<file path="src/trh_map.svh">
// offsets, field positions and reset values of the request header block
`ifndef TRH_MAP_SVH
`define TRH_MAP_SVH
// ***************************************
// register offsets
// ***************************************
`define TRH_OFF_CTRL      8'h90
`define TRH_OFF_PAGES     8'hE4
`define TRH_OFF_HDR0      8'hE8
`define TRH_OFF_HDR1      8'hEC
`define TRH_OFF_HDR2      8'hF0
`define TRH_OFF_HDR3      8'hF4
// ***************************************
// field positions, lsb in the register word
// ***************************************
`define TRH_VIEW_LSB      0
`define TRH_PKTZ_BIT      2
`define TRH_TX_LSB        16
`define TRH_RX_LSB        0
`define TRH_SPEED_LSB     16
`define TRH_LABEL_LSB     10
`define TRH_RETRY_LSB     8
`define TRH_TCODE_LSB     4
`define TRH_PRIO_LSB      0
`define TRH_ST_STAT_LSB   28
`define TRH_ST_RESPONSE_CODE_SEEN_LSB   24
`define TRH_ST_AERR_BIT   20
`define TRH_ST_ACK_LSB    16
`define TRH_ST_PST_LSB    12
`define TRH_ST_PRSP_LSB   8
`define TRH_ST_PAERR_BIT  4
// ***************************************
// codes and reset values
// ***************************************
`define TRH_VIEW_REQ      2'h0
`define TRH_VIEW_STAT     2'h1
`define TRH_TCODE_PKTZ    4'h1
`define TRH_WORD_RST      32'h0000_0000
`define TRH_CNT_RST       16'h0000
`define TRH_HDR0_RST      32'h0001_0010
`define TRH_HDR3_RST      32'h0008_0000
`define TRH_SPEED_RST     2'h1
`define TRH_TCODE_RST     4'h1
`endif

</file>
<file path="src/trh_dummy_unused.sv">
// spare source file; it holds no logic of the block

</file>
<file path="src/trh_pkg.sv">
// types shared by the request header block modules
package trh_pkg;
  typedef logic [31:0] trh_word_t;
  typedef logic [3:0][31:0] trh_quads_t;
  // what the packetizer reports after a transaction
  typedef struct packed {
    logic [3:0]  stat;
    logic [3:0]  response_code_seen;
    logic        ack_fault;
    logic [3:0]  ack;
    logic [3:0]  page_fetch_state;
    logic [3:0]  page_fetch_response;
    logic        page_fetch_ack_fault;
    logic [31:0] page_number;
    logic [15:0] page_length;
    logic [15:0] table_hi;
    logic [31:0] table_lo;
  } trh_pkt_status_t;
endpackage

</file>
<file path="src/trh_cnt_if.sv">
// link between the register block and one page entry counter
`timescale 1ns/1ps
interface trh_cnt_if;
  logic        load;
  logic [15:0] load_value;
  logic        sw_write;
  logic [15:0] sw_value;
  logic        fetch_done;
  logic [15:0] count;
  modport owner (output load, load_value, sw_write, sw_value, fetch_done, input count);
  modport counter (input load, load_value, sw_write, sw_value, fetch_done, output count);
endinterface

</file>
<file path="src/trh_page_counter.sv">
// page table entry counter for one fifo direction
`timescale 1ns/1ps
`include "trh_map.svh"
module trh_page_counter
  import trh_pkg::*;
(
  input  wire logic  clk_in,
  input  wire logic  reset_in,
  trh_cnt_if.counter cif
);
  logic [15:0] count;

  // orb load beats software write, which beats the decrement
  always_ff @(posedge clk_in or posedge reset_in) begin
    if (reset_in) begin
      count <= `TRH_CNT_RST;
    end else if (cif.load) begin
      count <= cif.load_value;
    end else if (cif.sw_write) begin
      count <= cif.sw_value;
    end else if (cif.fetch_done && (count != `TRH_CNT_RST)) begin
      count <= count - 16'h0001;
    end
  end
  assign cif.count = count;

  fetch_dec_a: assert property (
    @(posedge clk_in) disable iff (reset_in)
    (cif.fetch_done && !cif.load && !cif.sw_write && count != 16'h0000)
      |=> (count == $past(count) - 16'h0001))
    else $error("page count did not step down by one");
  orb_load_a: assert property (
    @(posedge clk_in) disable iff (reset_in)
    cif.load |=> (count == $past(cif.load_value)))
    else $error("page count not loaded from orb size");
endmodule

</file>
<file path="src/trh_status_view.sv">
// packetizer status quadlets captured on each status report
`timescale 1ns/1ps
`include "trh_map.svh"
module trh_status_view
  import trh_pkg::*;
(
  input  wire logic            clk_in,
  input  wire logic            reset_in,
  input  wire logic            load_in,
  input  wire trh_pkt_status_t status_in,
  output trh_quads_t           quads_out
);
  trh_quads_t next_quads;

  // quadlet order: status, page number, length and table hi, table lo
  always_comb begin
    next_quads = '0;
    next_quads[0][`TRH_ST_STAT_LSB +: 4] = status_in.stat;
    next_quads[0][`TRH_ST_RESPONSE_CODE_SEEN_LSB +: 4] = status_in.response_code_seen;
    next_quads[0][`TRH_ST_AERR_BIT] = status_in.ack_fault;
    next_quads[0][`TRH_ST_ACK_LSB +: 4] = status_in.ack;
    next_quads[0][`TRH_ST_PST_LSB +: 4] = status_in.page_fetch_state;
    next_quads[0][`TRH_ST_PRSP_LSB +: 4] = status_in.page_fetch_response;
    next_quads[0][`TRH_ST_PAERR_BIT] = status_in.page_fetch_ack_fault;
    next_quads[1] = status_in.page_number;
    next_quads[2] = {status_in.page_length, status_in.table_hi};
    next_quads[3] = status_in.table_lo;
  end

  // holds until the next report; cleared only by reset
  always_ff @(posedge clk_in or posedge reset_in) begin
    if (reset_in) begin
      quads_out <= '0;
    end else if (load_in) begin
      quads_out <= next_quads;
    end
  end

  status_load_a: assert property (
    @(posedge clk_in) disable iff (reset_in)
    load_in |=> (quads_out[3] == $past(status_in.table_lo))
      && (quads_out[1] == $past(status_in.page_number)))
    else $error("status view not captured");
endmodule

</file>
<file path="src/trh_top.sv">
// transmit request header and page count registers behind an apb slave
//
// Decided for this implementation: the APB interface to the registers.
`timescale 1ns/1ps
`include "trh_map.svh"
module trh_top
  import trh_pkg::*;
(
  input  wire logic            CLK_IN,
  input  wire logic            RESET_IN,
  // apb slave
  input  wire logic            PSEL_IN,
  input  wire logic            PENABLE_IN,
  input  wire logic            PWRITE_IN,
  input  wire logic [7:0]      PADDR_IN,
  input  wire logic [31:0]     PWDATA_IN,
  input  wire logic [3:0]      PSTRB_IN,
  output logic [31:0]          PRDATA_OUT,
  output logic                 PREADY_OUT,
  output logic                 PSLVERR_OUT,
  // page table fetch engine
  input  wire logic [15:0]     ORB_DATA_SIZE_IN,
  input  wire logic            TX_ORB_LOAD_IN,
  input  wire logic            RX_ORB_LOAD_IN,
  input  wire logic            TX_PAGE_FETCH_IN,
  input  wire logic            RX_PAGE_FETCH_IN,
  output logic [15:0]          TX_PAGES_LEFT_OUT,
  output logic [15:0]          RX_PAGES_LEFT_OUT,
  // request packet as sent by the packetizer
  input  wire logic            REQ_HDR_LOAD_IN,
  input  wire logic [1:0]      REQ_SPEED_IN,
  input  wire logic [5:0]      REQ_LABEL_IN,
  input  wire logic [1:0]      REQ_RETRY_IN,
  input  wire logic [3:0]      REQ_TYPE_IN,
  input  wire logic [3:0]      REQ_PRIO_IN,
  input  wire logic            PKTZ_STATUS_LOAD_IN,
  input  wire trh_pkt_status_t PKTZ_STATUS_IN,
  // programmed header toward the packetizer
  output logic                 PACKETIZER_ENABLE_OUT,
  output logic [1:0]           HEADER_VIEW_SELECT_OUT,
  output logic [15:0]          REQ_TARGET_NODE_OUT,
  output logic [15:0]          REQ_TARGET_OFFSET_UPPER_OUT,
  output logic [31:0]          REQ_TARGET_OFFSET_LOWER_OUT,
  output logic [15:0]          REQ_LENGTH_OUT,
  output logic [15:0]          REQ_EXT_TYPE_CODE_OUT,
  output logic [3:0]           REQ_TYPE_CODE_OUT
);
  // ***************************************
  // state
  // ***************************************
  logic [1:0]  header_view_select;
  logic        auto_packetizer_enable;
  logic [1:0]  request_speed_code;
  logic [5:0]  request_label;
  logic [1:0]  request_retry_code;
  logic [3:0]  request_type_code;
  logic [3:0]  request_priority;
  trh_word_t   hdr1;
  trh_word_t   hdr2;
  trh_word_t   hdr3;
  trh_word_t   hdr0_word;
  trh_word_t   pages_word;
  trh_word_t   next_rdata;
  trh_quads_t  status_quads;
  logic        setup;
  logic        wr_acc;
  logic        mapped;
  logic        hdr_open;
  logic        stat_view;
  trh_word_t   next_ctrl;
  trh_word_t   next_pages;
  trh_word_t   next_hdr1;
  trh_word_t   next_hdr2;
  trh_word_t   next_hdr3;

  // ***************************************
  // helpers
  // ***************************************
  // byte lane merge used by every writable register
  function automatic trh_word_t merge_bytes(input trh_word_t old_w,
                                            input trh_word_t new_w,
                                            input logic [3:0] strb);
    trh_word_t res;
    res = old_w;
    for (int i = 0; i < 4; i++) begin
      if (strb[i]) begin
        res[i*8 +: 8] = new_w[i*8 +: 8];
      end
    end
    return res;
  endfunction

  // ***************************************
  // apb decode
  // ***************************************
  // zero wait states: every access phase completes at once
  assign PREADY_OUT = 1'b1;
  assign setup      = PSEL_IN && !PENABLE_IN;
  assign wr_acc     = PSEL_IN && PENABLE_IN && PWRITE_IN;
  // anything but 01 shows the request header
  assign stat_view  = (header_view_select == `TRH_VIEW_STAT);
  // target fields lock while the packetizer owns the header
  assign hdr_open   = !auto_packetizer_enable && !stat_view;

  // legal offsets are word aligned members of the map
  always_comb begin
    case (PADDR_IN)
      `TRH_OFF_CTRL,
      `TRH_OFF_PAGES,
      `TRH_OFF_HDR0,
      `TRH_OFF_HDR1,
      `TRH_OFF_HDR2,
      `TRH_OFF_HDR3: mapped = 1'b1;
      default:       mapped = 1'b0;
    endcase
  end

  // merged write values for each writable register
  assign next_ctrl  = merge_bytes({29'h0, auto_packetizer_enable, header_view_select},
                                  PWDATA_IN, PSTRB_IN);
  assign next_pages = merge_bytes(pages_word, PWDATA_IN, PSTRB_IN);
  assign next_hdr1  = merge_bytes(hdr1, PWDATA_IN, PSTRB_IN);
  assign next_hdr2  = merge_bytes(hdr2, PWDATA_IN, PSTRB_IN);
  assign next_hdr3  = merge_bytes(hdr3, PWDATA_IN, PSTRB_IN);

  // ***************************************
  // control register
  // ***************************************
  always_ff @(posedge CLK_IN or posedge RESET_IN) begin
    if (RESET_IN) begin
      header_view_select     <= `TRH_VIEW_REQ;
      auto_packetizer_enable <= 1'b0;
    end else if (wr_acc && PADDR_IN == `TRH_OFF_CTRL) begin
      header_view_select     <= next_ctrl[`TRH_VIEW_LSB +: 2];
      auto_packetizer_enable <= next_ctrl[`TRH_PKTZ_BIT];
    end
  end

  // ***************************************
  // page entry counters
  // ***************************************
  trh_cnt_if tx_cnt ();
  trh_cnt_if rx_cnt ();

  // orb size goes to the direction whose fetch was started
  assign tx_cnt.load       = TX_ORB_LOAD_IN;
  assign tx_cnt.load_value = ORB_DATA_SIZE_IN;
  assign tx_cnt.sw_write   = wr_acc && PADDR_IN == `TRH_OFF_PAGES && (|PSTRB_IN[3:2]);
  assign tx_cnt.sw_value   = next_pages[`TRH_TX_LSB +: 16];
  assign tx_cnt.fetch_done = TX_PAGE_FETCH_IN;
  assign rx_cnt.load       = RX_ORB_LOAD_IN;
  assign rx_cnt.load_value = ORB_DATA_SIZE_IN;
  assign rx_cnt.sw_write   = wr_acc && PADDR_IN == `TRH_OFF_PAGES && (|PSTRB_IN[1:0]);
  assign rx_cnt.sw_value   = next_pages[`TRH_RX_LSB +: 16];
  assign rx_cnt.fetch_done = RX_PAGE_FETCH_IN;

  trh_page_counter u_tx_count (
    .clk_in   (CLK_IN),
    .reset_in (RESET_IN),
    .cif      (tx_cnt.counter)
  );

  trh_page_counter u_rx_count (
    .clk_in   (CLK_IN),
    .reset_in (RESET_IN),
    .cif      (rx_cnt.counter)
  );

  // msb-first numbering puts the transmit count in the upper half
  always_comb begin
    pages_word = `TRH_WORD_RST;
    pages_word[`TRH_TX_LSB +: 16] = tx_cnt.count;
    pages_word[`TRH_RX_LSB +: 16] = rx_cnt.count;
  end
  assign TX_PAGES_LEFT_OUT = tx_cnt.count;
  assign RX_PAGES_LEFT_OUT = rx_cnt.count;

  // ***************************************
  // reported request fields, quadlet 0
  // ***************************************
  // software cannot write these; only the sent packet updates them
  always_ff @(posedge CLK_IN or posedge RESET_IN) begin
    if (RESET_IN) begin
      request_speed_code <= `TRH_SPEED_RST;
      request_label      <= 6'h00;
      request_retry_code <= 2'h0;
      request_priority   <= 4'h0;
    end else if (REQ_HDR_LOAD_IN) begin
      request_speed_code <= REQ_SPEED_IN;
      request_label      <= REQ_LABEL_IN;
      request_retry_code <= REQ_RETRY_IN;
      request_priority   <= REQ_PRIO_IN;
    end
  end

  // packetizer enable overrides any captured type code
  always_ff @(posedge CLK_IN or posedge RESET_IN) begin
    if (RESET_IN) begin
      request_type_code <= `TRH_TCODE_RST;
    end else if (auto_packetizer_enable) begin
      request_type_code <= `TRH_TCODE_PKTZ;
    end else if (REQ_HDR_LOAD_IN) begin
      request_type_code <= REQ_TYPE_IN;
    end
  end

  // field placement follows msb-first bit numbering
  always_comb begin
    hdr0_word = `TRH_WORD_RST;
    hdr0_word[`TRH_SPEED_LSB +: 2] = request_speed_code;
    hdr0_word[`TRH_LABEL_LSB +: 6] = request_label;
    hdr0_word[`TRH_RETRY_LSB +: 2] = request_retry_code;
    hdr0_word[`TRH_TCODE_LSB +: 4] = request_type_code;
    hdr0_word[`TRH_PRIO_LSB +: 4]  = request_priority;
  end

  // ***************************************
  // programmed target fields, quadlets 1 to 3
  // ***************************************
  always_ff @(posedge CLK_IN or posedge RESET_IN) begin
    if (RESET_IN) begin
      hdr1 <= `TRH_WORD_RST;
    end else if (wr_acc && hdr_open && PADDR_IN == `TRH_OFF_HDR1) begin
      hdr1 <= next_hdr1;
    end
  end

  always_ff @(posedge CLK_IN or posedge RESET_IN) begin
    if (RESET_IN) begin
      hdr2 <= `TRH_WORD_RST;
    end else if (wr_acc && hdr_open && PADDR_IN == `TRH_OFF_HDR2) begin
      hdr2 <= next_hdr2;
    end
  end

  // length sits in the upper half, extended code in the lower
  always_ff @(posedge CLK_IN or posedge RESET_IN) begin
    if (RESET_IN) begin
      hdr3 <= `TRH_HDR3_RST;
    end else if (wr_acc && hdr_open && PADDR_IN == `TRH_OFF_HDR3) begin
      hdr3 <= next_hdr3;
    end
  end

  assign REQ_TARGET_NODE_OUT         = hdr1[31:16];
  assign REQ_TARGET_OFFSET_UPPER_OUT = hdr1[15:0];
  assign REQ_TARGET_OFFSET_LOWER_OUT = hdr2;
  assign REQ_LENGTH_OUT              = hdr3[31:16];
  assign REQ_EXT_TYPE_CODE_OUT       = hdr3[15:0];
  assign REQ_TYPE_CODE_OUT           = request_type_code;
  assign PACKETIZER_ENABLE_OUT       = auto_packetizer_enable;
  assign HEADER_VIEW_SELECT_OUT      = header_view_select;

  // ***************************************
  // packetizer status view
  // ***************************************
  trh_status_view u_status (
    .clk_in    (CLK_IN),
    .reset_in  (RESET_IN),
    .load_in   (PKTZ_STATUS_LOAD_IN),
    .status_in (PKTZ_STATUS_IN),
    .quads_out (status_quads)
  );

  // ***************************************
  // read path
  // ***************************************
  // the shared offsets answer from whichever view is selected
  always_comb begin
    case (PADDR_IN)
      `TRH_OFF_CTRL:  next_rdata = {29'h0, auto_packetizer_enable, header_view_select};
      `TRH_OFF_PAGES: next_rdata = pages_word;
      `TRH_OFF_HDR0:  next_rdata = stat_view ? status_quads[0] : hdr0_word;
      `TRH_OFF_HDR1:  next_rdata = stat_view ? status_quads[1] : hdr1;
      `TRH_OFF_HDR2:  next_rdata = stat_view ? status_quads[2] : hdr2;
      `TRH_OFF_HDR3:  next_rdata = stat_view ? status_quads[3] : hdr3;
      default:        next_rdata = `TRH_WORD_RST;
    endcase
  end

  // snapshot at setup so the access phase sees flip-flop data
  always_ff @(posedge CLK_IN or posedge RESET_IN) begin
    if (RESET_IN) begin
      PRDATA_OUT  <= `TRH_WORD_RST;
      PSLVERR_OUT <= 1'b0;
    end else if (setup) begin
      PRDATA_OUT  <= PWRITE_IN ? `TRH_WORD_RST : next_rdata;
      PSLVERR_OUT <= !mapped;
    end
  end

  // ***************************************
  // checks
  // ***************************************
  reset_vals_a: assert property (
    @(posedge CLK_IN) disable iff (RESET_IN)
    $past(RESET_IN) |-> (hdr0_word == `TRH_HDR0_RST) && (hdr3 == `TRH_HDR3_RST)
      && (pages_word == `TRH_WORD_RST) && (status_quads == '0))
    else $error("reset values wrong");
  tcode_force_a: assert property (
    @(posedge CLK_IN) disable iff (RESET_IN)
    auto_packetizer_enable |=> (request_type_code == `TRH_TCODE_PKTZ))
    else $error("type code not forced while packetizing");
  locked_write_a: assert property (
    @(posedge CLK_IN) disable iff (RESET_IN)
    (wr_acc && auto_packetizer_enable && PADDR_IN == `TRH_OFF_HDR1)
      |=> $stable(hdr1))
    else $error("target node changed while locked");
  open_write_a: assert property (
    @(posedge CLK_IN) disable iff (RESET_IN)
    (wr_acc && hdr_open && PADDR_IN == `TRH_OFF_HDR2 && PSTRB_IN == 4'hF)
      |=> (REQ_TARGET_OFFSET_LOWER_OUT == $past(PWDATA_IN)))
    else $error("open header write not stored");
  view_read_a: assert property (
    @(posedge CLK_IN) disable iff (RESET_IN)
    (setup && !PWRITE_IN && PADDR_IN == `TRH_OFF_HDR1)
      |=> (PRDATA_OUT == ($past(stat_view) ? $past(status_quads[1]) : $past(hdr1))))
    else $error("wrong view on shared offset");
  hdr0_ro_a: assert property (
    @(posedge CLK_IN) disable iff (RESET_IN)
    (wr_acc && PADDR_IN == `TRH_OFF_HDR0 && !REQ_HDR_LOAD_IN)
      |=> (request_label == $past(request_label))
      && (request_priority == $past(request_priority)))
    else $error("read-only header field written");
  capture_a: assert property (
    @(posedge CLK_IN) disable iff (RESET_IN)
    REQ_HDR_LOAD_IN |=> (request_retry_code == $past(REQ_RETRY_IN))
      && (request_speed_code == $past(REQ_SPEED_IN)))
    else $error("sent request fields not captured");
  unmapped_err_a: assert property (
    @(posedge CLK_IN) disable iff (RESET_IN)
    (setup && !mapped) |=> PSLVERR_OUT && (PRDATA_OUT == `TRH_WORD_RST))
    else $error("unmapped access not flagged");
  locked_tail_a: assert property (
    @(posedge CLK_IN) disable iff (RESET_IN)
    (wr_acc && !hdr_open && PADDR_IN == `TRH_OFF_HDR3)
      |=> $stable(hdr3))
    else $error("quadlet 3 changed while locked");
  speed_ro_a: assert property (
    @(posedge CLK_IN) disable iff (RESET_IN)
    !REQ_HDR_LOAD_IN |=> $stable(request_speed_code))
    else $error("speed code changed without a sent request");
  err_clear_a: assert property (
    @(posedge CLK_IN) disable iff (RESET_IN)
    (setup && mapped) |=> !PSLVERR_OUT)
    else $error("mapped access flagged as error");
endmodule

</file>
<file path="config.mk">
export PLATFORM = sky130hd
export DESIGN_NAME = trh_top
export DESIGN_NICKNAME = d
export VERILOG_FILES = /design/src/trh_dummy_unused.sv /design/src/trh_pkg.sv /design/src/trh_cnt_if.sv /design/src/trh_page_counter.sv /design/src/trh_status_view.sv /design/src/trh_top.sv
export VERILOG_INCLUDE_DIRS = /design/src /design/src/src
export SDC_FILE = /design/constraint.sdc
export NUM_CORES = 1
export LEC_CHECK = 0
export BUFFER_PORTS_ARGS = -buffer_cell sky130_fd_sc_hd__buf_2
export CORE_MARGIN = 8
export CORE_UTILIZATION = 54
export CTS_CLUSTER_DIAMETER = 200
export DETAILED_ROUTE_END_ITERATION = 16
export HOLD_SLACK_MARGIN = 0.06
export PLACE_DENSITY = 0.81
export SLEW_MARGIN = 5
export SYNTH_ARGS = -nofsm -noshare
export SYNTH_HDL_FRONTEND = slang
export SYNTH_SLANG_ARGS = --single-unit
</file>
<file path="constraint.sdc">
create_clock -name CLK_IN -period 11.02 [get_ports CLK_IN]
set_clock_uncertainty 0.1 [all_clocks]
set_input_delay 0.551 -clock CLK_IN [delete_from_list [all_inputs] [get_ports CLK_IN]]
set_output_delay 0.551 -clock CLK_IN [all_outputs]
set_load 0.005 [all_outputs]
</file>
-- Word-level counts from Yosys, hierarchy flattened
Cells that the tools add are included.
- add/subtract/negate cells: 2
- equality and inequality tests: 11
- multiplexer cells: 19
- reductions and logical operators: 43
- operators by type and width (operator ; count):
    one-hot mux 32 bit (6 select lines) ; 1
    2-to-1 mux 32 bit ; 5
    2-to-1 mux 16 bit ; 6
    == test 8 bit, second input constant ; 6
    AND reduction 2 bit ; 17
    2-to-1 mux 8 bit ; 4
    nonzero test 16 bit ; 2
    subtractor 16 x 1 -> 16 bit, second input constant ; 2
    logical AND 1 bit ; 14
    != test 3 bit, second input constant ; 4
    2-to-1 mux 4 bit ; 2
    nonzero test 3 bit ; 2
    OR reduction 6 bit ; 1
    zero test 1 bit ; 4
    OR reduction 2 bit ; 2
    == test 2 x 1 -> 1 bit, second input constant ; 1
    nonzero test 2 bit ; 1
    2-to-1 mux 1 bit ; 1
- register bits after elaboration: 300
- input port bits: 207
- output and inout bits: 169
- word-level logic and storage cells: 104

-- Logic depth before layout (Yosys ltp)
Gate-level depths: netlist of the first run.
- depth in word-level cells: 6
- depth in mapped cells: 11
- mapped depth without buffers: 8

-- Hierarchy
From an unflattened synthesis of the first run, not the netlist that was laid out.
- cell total of the unflattened synthesis: 1448
- area, all modules: 15711.3 um^2
- by module, submodules not included (module ; instances ; cells an instance ; area each (um^2) ; seq. area each (um^2)):
    trh_top ; 1 ; 849 ; 8314.2 ; 3757.4
    trh_status_view ; 1 ; 261 ; 4529.3 ; 2952.8
    trh_page_counter ; 2 ; 169 ; 1433.9 ; 400.4

-- Worst setup path before layout of the first run
No wires, ideal clock.
- kind: input -> register
- start: input PADDR_IN[0]
- end: register u_tx_count.count[2], in the netlist u_tx_count.cif.count[2]
- setup time: 0.125 ns
- arrival: 2.375 ns
- required time: 10.795 ns
- slack: 8.421 ns
- stages on the path: 6
- path buffers: 1
- cells stage by stage: clkbuf_1 > or4_4 > nor3_4 > nand2_1 > a221oi_2 > mux2_2
- cells in the longest elaborated chain, start to end: 5
- elaborated cells on any way between the ends: 8
- classes of those cells: eq/ne: 2; mux: 2; reduce/logical: 4
- ends and longest elaborated chain (what ; RTL line ; source):
    start: declaration ; trh_top.sv:15 ; input wire logic [7:0] PADDR_IN,
    == test 8 bit (*) ; - ;
    logical AND 1 bit (no source line) (*) ; - ;
    logical AND 1 bit (*) ; trh_top.sv:148 ; assign tx_cnt.sw_write = wr_acc && PADDR_IN == `TRH_OFF_PAGES && (|PSTRB_IN[3:2]);
    != test 3 bit (no source line) (tied with other cells) ; - ;
    AND reduction 2 bit (no source line) / 2-to-1 mux 16 bit (equally long branches) ; - ;
    end signal: assignment ; trh_page_counter.sv:18 ; count <= cif.load_value;
    end signal: assignment ; trh_page_counter.sv:20 ; count <= cif.sw_value;
    end signal: assignment ; trh_page_counter.sv:22 ; count <= count - 16'h0001;
    end: declaration ; trh_page_counter.sv:11 ; logic [15:0] count;
Every way passes the cells marked *; elsewhere a longest branch is shown, timed or not.
A chain may end at the register's enable or synchronous reset.

-- Worst setup path after layout of the first run
- start: register u_tx_count.count[0], in the netlist u_tx_count.cif.count[0]
- end: register u_tx_count.count[2], in the netlist u_tx_count.cif.count[2]
- cells in the longest elaborated chain, start to end: 4
- elaborated cells on any way between the ends: 8
- classes of those cells: add/sub: 1; mux: 3; reduce/logical: 4
- ends and longest elaborated chain (what ; RTL line ; source):
    start signal: assignment ; trh_page_counter.sv:16 ; count <= `TRH_CNT_RST;
    start signal: assignment ; trh_page_counter.sv:18 ;
    start signal: assignment ; trh_page_counter.sv:20 ;
    subtractor 16 x 1 -> 16 bit / nonzero test 16 bit (equally long branches) ; - ;
    2-to-1 mux 16 bit / logical AND 1 bit (equally long branches) ; trh_page_counter.sv:21 ; end else if (cif.fetch_done && (count != `TRH_CNT_RST)) begin
    2-to-1 mux 16 bit / nonzero test 3 bit (equally long branches) ; - ;
    2-to-1 mux 16 bit / AND reduction 2 bit (equally long branches) ; - ;
Parallel ways exist; a longest one is shown, timed or not. The select of a mux whose other input is x is not followed.

==> results by group, run 1 <==
Worst setup path
  • Setup CP Type: flip-flop to flip-flop
  • Worst EP arrival: around 3.6 ns
  • CP max FO: 14
  • Worst path required time: 11.31 ns
  • CP Launch Type: flip-flop
  • Worst setup EP type: flip-flop

Floorplan
  • Initial Util: 0.545
  • Die Ht: roughly 180 µm
  • Die W: ~180 µm
  • IO Pins: around 380
  • Die area: 0.0325 mm²
  • Core ar.: between 0.02 and 0.03 mm²
  • Row cnt: 60

Detailed routing
  • Routed Wire Length: 55000 µm
  • Routed len/inst: roughly 28 µm
  • DR iter-0 viols: ~1300
  • Post-route ant nets: 0
  • Via/cell ratio: roughly 6.5
  • Drt drc: 0
  • Detailed Routing Iterations Pass 1: 7
  • DR vias: 12900

Placement
  • Final HPWL DP: roughly 41000 µm
  • Buffers on Ports: between 300 and 400
  • Inst Count DP: between 1500 and 2000
  • Placed Area: ~0.017 mm²
  • GPL Wtd Cong: about 0.94

Synth
  • Post-synth top area share: 0.511
  • Synthesized flop and latch total: 300
  • Main combinational cell family by area after synthesis: multiplexers
  • Count of cell types in the netlist: between 60 and 70
  • Post-Synth Simple-Gate Area: 0.0932
  • Post-Synthesis Net Count: ~1500
  • Area contributors post-synth: dfrtp_1 51%, mux2_2 19%, nand2_1 2.9%
  • Cells after Synth: between 1000 and 1500
  • XOR/XNOR share of the synthesized area: 0.0132
  • Most common cell in the netlist: dfrtp_1
  • Most used DFF post-synth: dfrtp_1
  • Register area share after synthesis: 0.516
  • Compound-Gate Fraction of Synth Area: 0.139
  • Largest area contributor in the netlist: dfrtp_1
  • Cell area after synthesis: approximately 0.015 mm²
  • Avg Cell Area, Syn: 11.3 µm²
  • Mux contribution to synthesized area: 0.208
  • Synth Area in Adders: 0.00172
  • EDFF count, synth: 0
  • Yosys warning total: 0
  • Commonest cells post-synth: 297 x dfrtp_1, 241 x mux2_2, 112 x nand2_1
  • Async S/R FF share, synth: 1.00

Timing
  • Worst Max-Slew Pin Slew: roughly 1.2 ns
  • Crit path time final: between 3 and 4 ns
  • Final setup fails: 0
  • Sum Neg Setup Slack: 0 ns
  • Min Hold Slack: roughly 0.11 ns
  • F_max: approximately 300 MHz
  • Hold Violations, Final: 0
  • Count of pins over their slew limit: 0
  • Slew HR: 0.179
  • Unrepaired setup endpoints after global routing: no
  • Period utilization: 0.301

Clocking
  • H-tree depth: 2
  • Sink Count: 300
  • Clock buffer depth: 3
  • PostCTS Resize Cnt: 0
  • Hold buffer count at cts: 0
  • Post CTS Setup Buffer Count: 0
  • Clock latency on the worst-skew pair: about 0.52 ns
  • CTS tree: built
  • Root buf cell: clkbuf_16
  • Clk slew on worst S/H paths: around 0.06 ns
  • CTS Buf Count: 34

GRT
  • Largest net degree at the start of global routing: roughly 140
  • All-layer global routing usage: 0.329
  • Vias in the first global route: around 13000
  • Grt ovf: 0
  • Antenna violations before repair: 8
  • First-pass GRT wire length: around 82000 µm

Flow run
  • Max-cap violation count: 0

Layout
  • Layout cell share with drive strength beyond 1: 0.430
  • Post-layout net count: approximately 1800
  • Fin area: about 0.018 mm²
  • Final Non-Filler Cells: approximately 2000
  • Area growth syn-to-layout: 22.3%
  • # fillers: roughly 2100

Power
  • Pwr Density: 153 mW/mm²
  • Total power: 0.00272 W
  • VDD IR max: around 120 µV
  • P_leak: between 8 and 9 nW

Worst hold path
  • Worst min path class: input port to async pin

Outcome
  • Run status: complete, no violations
-- cell families after synthesis --
logic type,Yosys count
AND/OR/NAND/NOR,289
AO/OA/AOI/OAI,292
adder cells (fa/ha/maj),2
buffers and inverters,108
flip-flops,300
XOR/XNOR,22
multiplexers,272
other,1
-- area by class of cell --
| cell class | count | area [µm²] | area share |
|---|---|---|---|
| well taps | 341 | 427 | 0.0240 |
| multi-input cells | 878 | 6660 | 0.374 |
| repair buffers | 390 | 1990 | 0.112 |
| clock inverters | 12 | 159 | 0.00893 |
| diodes | 6 | 15.0 | 0.000843 |
| flip-flops and latches | 300 | 7510 | 0.422 |
| inverters | 13 | 56.3 | 0.00316 |
| clock buffers | 47 | 980 | 0.0550 |
-- flip-flops by register name (all words and copies together) (netlist names) --
| register | flops |
|---|---|
| HEADER_VIEW_SELECT_OUT | 2 |
| PACKETIZER_ENABLE_OUT | 1 |
| PRDATA_OUT | 32 |
| PSLVERR_OUT | 1 |
| REQ_TARGET_OFFSET_LOWER_OUT | 32 |
| REQ_TYPE_CODE_OUT | 4 |
| hdr1 | 32 |
| hdr3 | 32 |
| request_label | 6 |
| request_priority | 4 |
| request_retry_code | 2 |
| request_speed_code | 2 |
| u_rx_count.cif.count | 16 |
| u_status.quads_out | 118 |
| u_tx_count.cif.count | 16 |
-- path summary, 6_finish.rpt --
| kind | to | startpoint | slack [ns] | depth (start not counted) |
|---|---|---|---|---|
| setup / recovery | u_tx_count.cif.count[2]$_DFFE_PP0P_ | u_tx_count.cif.count[0]$_DFFE_PP0P_ | 7.70 | 7 |
| hold / removal | u_status.quads_out[30]$_DFFE_PP0P_ | RESET_IN | 0.11 | 2 |
| setup reg to reg | u_tx_count.cif.count[2]$_DFFE_PP0P_ | u_tx_count.cif.count[0]$_DFFE_PP0P_ | 7.70 | 7 |
| hold reg to reg | PRDATA_OUT[6]$_DFFE_PP0P_ | PRDATA_OUT[6]$_DFFE_PP0P_ | 0.37 | 2 |
| max in group asynchronous | u_status.quads_out[107]$_DFFE_PP0P_ | RESET_IN | 8.95 | 3 |
| min in group CLK_IN | REQ_TYPE_CODE_OUT[0]$_DFFE_PP1P_ | REQ_TYPE_IN[0] | 0.15 | 2 |
-- where the power goes --
| group | switching [W] | leakage [nW] | total [W] | internal (W) |
|---|---|---|---|---|
| Sequential | 0.0000838 | 3.81 | 0.00126 | 0.00117 |
| Clock | 0.000463 | 0.557 | 0.00116 | 0.000694 |
| Combinational | 0.000164 | 4.06 | 0.000304 | 0.000139 |
| Total | 0.000711 | 8.42 | 0.00272 | 0.00201 |
-- critical path: stages, from the launching register on --
cell and delay (ns):
dfrtp_1 0.53, inv_1 0.11, ha_1 0.19, nor3b_1 0.48
nand2_1 0.21, o31a_1 0.37, a221oi_2 0.80, mux2_2 0.42
-- cells in the final DEF, fill, tap and decap left out, drive strengths merged, types with 4 or more instances in the layout --
| master | count |
|---|---|
| or3 | 5 |
| dfrtp | 297 |
| or4 | 5 |
| xor2 | 5 |
| mux2i | 31 |
| nand4 | 6 |
| o22ai | 10 |
| a311oi | 4 |
| nand3 | 11 |
| clkinv | 5 |
| o221ai | 4 |
| buf | 390 |
| mux2 | 241 |
| clkbuf | 47 |
| a21oi | 68 |
| a22oi | 25 |
| nand2b | 5 |
| xnor2 | 17 |
| o31ai | 5 |
| a221oi | 29 |
| and3 | 6 |
| a221o | 13 |
| o21ai | 49 |
| inv | 15 |
| nor3 | 14 |
| a22o | 7 |
| diode | 6 |
| a31oi | 12 |
| a211oi | 46 |
| nand2 | 113 |
| nand3b | 4 |
| nor4 | 15 |
| and2 | 6 |
| nor2 | 79 |
| nor2b | 9 |
-- stage by stage --
stage,util,setup slack (ns)
3_3_place_gp,0.623,7.54
6_report,0.666,7.70
3_5_place_dp,0.623,7.45
5_1_grt,0.666,7.49
4_1_cts,0.665,7.80
2_1_floorplan,-,2.08
-- per-layer routing --
layer / GRT usage / part of all wire
met5: 0 / 0.00062
met4: 0.167 / 0.054
met3: 0.0976 / 0.10
met2: 0.531 / 0.47
met1: 0.398 / 0.37
Note: power is estimated with default switching activity, not from simulation.
==> inputs of run 2 (changes only) <==
==> constraint.sdc (replaced) <==
create_clock -name CLK_IN -period 3.41 [get_ports CLK_IN]
set_clock_uncertainty 0.1 [all_clocks]
set_input_delay 0.1705 -clock CLK_IN [delete_from_list [all_inputs] [get_ports CLK_IN]]
set_output_delay 0.1705 -clock CLK_IN [all_outputs]
set_load 0.005 [all_outputs]
==> results by group, run 2 (synthesis gave the netlist of run 1 again) <==
Outcome
  • Run status: complete, no violations

Placement
  • Final HPWL DP: 41200 µm (+0.58%)
  • Worst slack at placement: 0.632 ns (-6.82 ns)
  • GPL Wtd Cong: 0.951 (+1.1%)
  • Buffers on Ports: 374 (unchanged)

Timing
  • Worst Max-Slew Pin Slew: 1.18 ns (-0.0508 ns)
  • Unrepaired setup endpoints after global routing: no
  • Hold Violations, Final: 0 (unchanged)
  • Slew HR: 0.213 (+0.0339)
  • Crit path time final: 3.26 ns (-0.0655 ns)
  • F_max: 307 MHz (+2.0%)
  • Sum Neg Setup Slack: 0 ns (unchanged)
  • Count of pins over their slew limit: 0 (unchanged)
  • Period utilization: 0.955 (+0.653)
  • Final setup fails: 0 (unchanged)
  • Final WS setup: 0.154 ns (-7.54 ns)

Layout
  • Layout cell share with drive strength beyond 1: 0.388 (-0.0423)
  • Most frequent cells in the layout: 373 x buf_2, 297 x dfrtp_1, 241 x mux2_2
  • # fillers: 1812 (-13%)
  • Area occupied by multi-input gates: 0.00666 mm² (about the same)
  • Max FFs per register: 118 (unchanged)
  • FF/Latch Area: 0.00751 mm² (unchanged)
  • Area growth syn-to-layout: 36.6%
  • Top reg by flops: u_status.quads_out
  • Post-layout net count: 2029 (+11%)
  • Commonest non-fill, non-tap cell in the layout: buf_2

Clocking
  • Root buf cell: clkbuf_16
  • Sink Count: 300 (unchanged)
  • Clk slew on worst S/H paths: 0.06 ns (about the same)
  • CTS Buf Count: 34 (unchanged)
  • H-tree depth: 2 (unchanged)
  • Clock latency on the worst-skew pair: 0.52 ns (about the same)
  • CTS tree: built
  • Clock buffer depth: 3 (unchanged)

Detailed routing
  • DR iter-0 viols: 1437 (+9.4%)
  • Routed Wire Length: 61900 µm (+13%)
  • Drt drc: 0 (unchanged)
  • DR vias: 14100 (+9.3%)
  • Routed len/inst: 28.2 µm (+2.0%)
  • Detailed Routing Iterations Pass 1: 8 (+1)
  • Post-route ant nets: 0 (unchanged)
  • Via/cell ratio: 6.42 (-1.0%)

GRT
  • Grt ovf: 0 (unchanged)
  • Antenna violations before repair: 11 (+3)
  • Vias in the first global route: 14800 (+11%)
  • All-layer global routing usage: 0.370 (+0.0406)
  • Largest net degree at the start of global routing: 76 (-46%)
  • First-pass GRT wire length: 92100 µm (+12%)

Worst setup path
  • Worst EP arrival: 3.54 ns (-0.07 ns)
  • Worst setup EP type: flip-flop
  • CP Launch Type: flip-flop
  • Worst R2R End: u_rx_count.cif.count[14]$_DFFE_PP0P_
  • Worst r2r src: u_rx_count.cif.count[1]$_DFFE_PP0P_
  • Setup CP Type: flip-flop to flip-flop
  • CP cell instances: inv_1, ha_1, nor3b_1, nand4_1, a311oi_4, o21ai_1, dlygate4sd3_1
  • CP max FO: 16 (+2)
  • Slowest cell on crit path: a311oi_4
  • Slowest stage delay, CP: 0.71 ns (-0.09 ns)
  • Worst path required time: 3.70 ns (-7.61 ns)
  • Worst path bufs/invs: 2 (+1)
  • Delay-heaviest family, CP: compound AO/OA/AOI/OAI gates
  • R2R depth: 7 (unchanged)
  • R2R setup slack: 0.15 ns (-7.54 ns)

Worst hold path
  • Hold Startpoint: PSTRB_IN[0]
  • Worst hold stages: 3
  • Worst min path class: input port to flip-flop
  • Hold Path Sink: u_rx_count.cif.count[0]$_DFFE_PP0P_

Floorplan
  • Initial Util: 0.545 (unchanged)
  • IO Pins: 376 (unchanged)
  • Row cnt: 60 (unchanged)
  • Die area: 0.0325 mm² (unchanged)
  • Core ar.: 0.0267 mm² (unchanged)
  • Die W: 180 µm (unchanged)
  • Die Ht: 180 µm (unchanged)

Power
  • VDD IR max: 374 µV (+200%)
  • Total power: 0.00911 W (+240%)
  • P_leak: 9.31 nW (+11%)
  • Pwr Density: 458 mW/mm² (+200%)

Flow run
  • Max-cap violation count: 0 (unchanged)
==> run 2: cell types whose count changed in the layout (fill, tap and decap cells not counted), sizes merged <==
cell	before	now
clkinv	5	4
buf	390	402
diode	6	8
bufinv	3	2
inv	15	12
dlygate4sd3	0	191
clkbuf	47	54
==> run 2: worst max path at each step <==
stage	to	from	cells after the start
after floorplan	HEADER_VIEW_SELECT_OUT[0]$_DFFE_PP0P_	RESET_IN	1
after detailed placement	PRDATA_OUT[19]$_DFFE_PP0P_	PADDR_IN[4]	7
final	u_rx_count.cif.count[14]$_DFFE_PP0P_	u_rx_count.cif.count[1]$_DFFE_PP0P_	7
after global routing	u_rx_count.cif.count[14]$_DFFE_PP0P_	u_rx_count.cif.count[1]$_DFFE_PP0P_	7
after CTS	u_rx_count.cif.count[14]$_DFFE_PP0P_	u_rx_count.cif.count[1]$_DFFE_PP0P_	7
after global placement	u_rx_count.cif.count[15]$_DFFE_PP0P_	PADDR_IN[4]	7
==> run 2: metrics by stage <==
step	cell area [µm²]	cells	utilization	hold slack, ns
6_report	19900	2194	0.744	0.0916
5_1_grt	19900	2194	0.744	0.119
4_1_cts	19900	2186	0.743	0.0876
3_5_place_dp	16800	1934	0.628	0.305
3_3_place_gp	16800	1934	0.628	0.284
2_1_floorplan	14600	1286	-	0.196
==> run 2: repair_timing <==
item | in CTS | in global routing
buffers inserted | 0 | 0
hold buffers | 191 | 0
endpoints found under the setup margin | 0 | 1
hold endpoints to repair | 302 | 0
resized for setup | 0 | 1
==> run 2: layout make-up <==
type,count,area share
clock buffer,54,0.0538
tap,341,0.0215
inverter,13,0.00264
clock inverter,7,0.00440
multi-input combinational,878,0.335
sequential,300,0.378
timing repair buffer,593,0.204
antenna,8,0.00101
==> run 2: metal layers <==
layer  part of all wire  vias to the layer above  global-route usage
met3               0.11                      291               0.110
met2               0.47                     1056               0.612
li1                   -                     5822                   -
met4              0.070                        6               0.228
met5            0.00060                        -                   0
met1               0.35                     6919               0.418
==> run 2: worst min-delay path, cell delays in order <==
cell and delay (ns):
buf_2 0.17, a21oi_1 0.18, a22o_1 0.14
==> run 2: power by group <==
| part | total [W] | internal, W | switching [W] |
|---|---|---|---|
| combinational | 0.00120 | 0.000609 | 0.000594 |
| sequential | 0.00407 | 0.00379 | 0.000281 |
| clock | 0.00384 | 0.00231 | 0.00153 |
| total | 0.00911 | 0.00670 | 0.00241 |
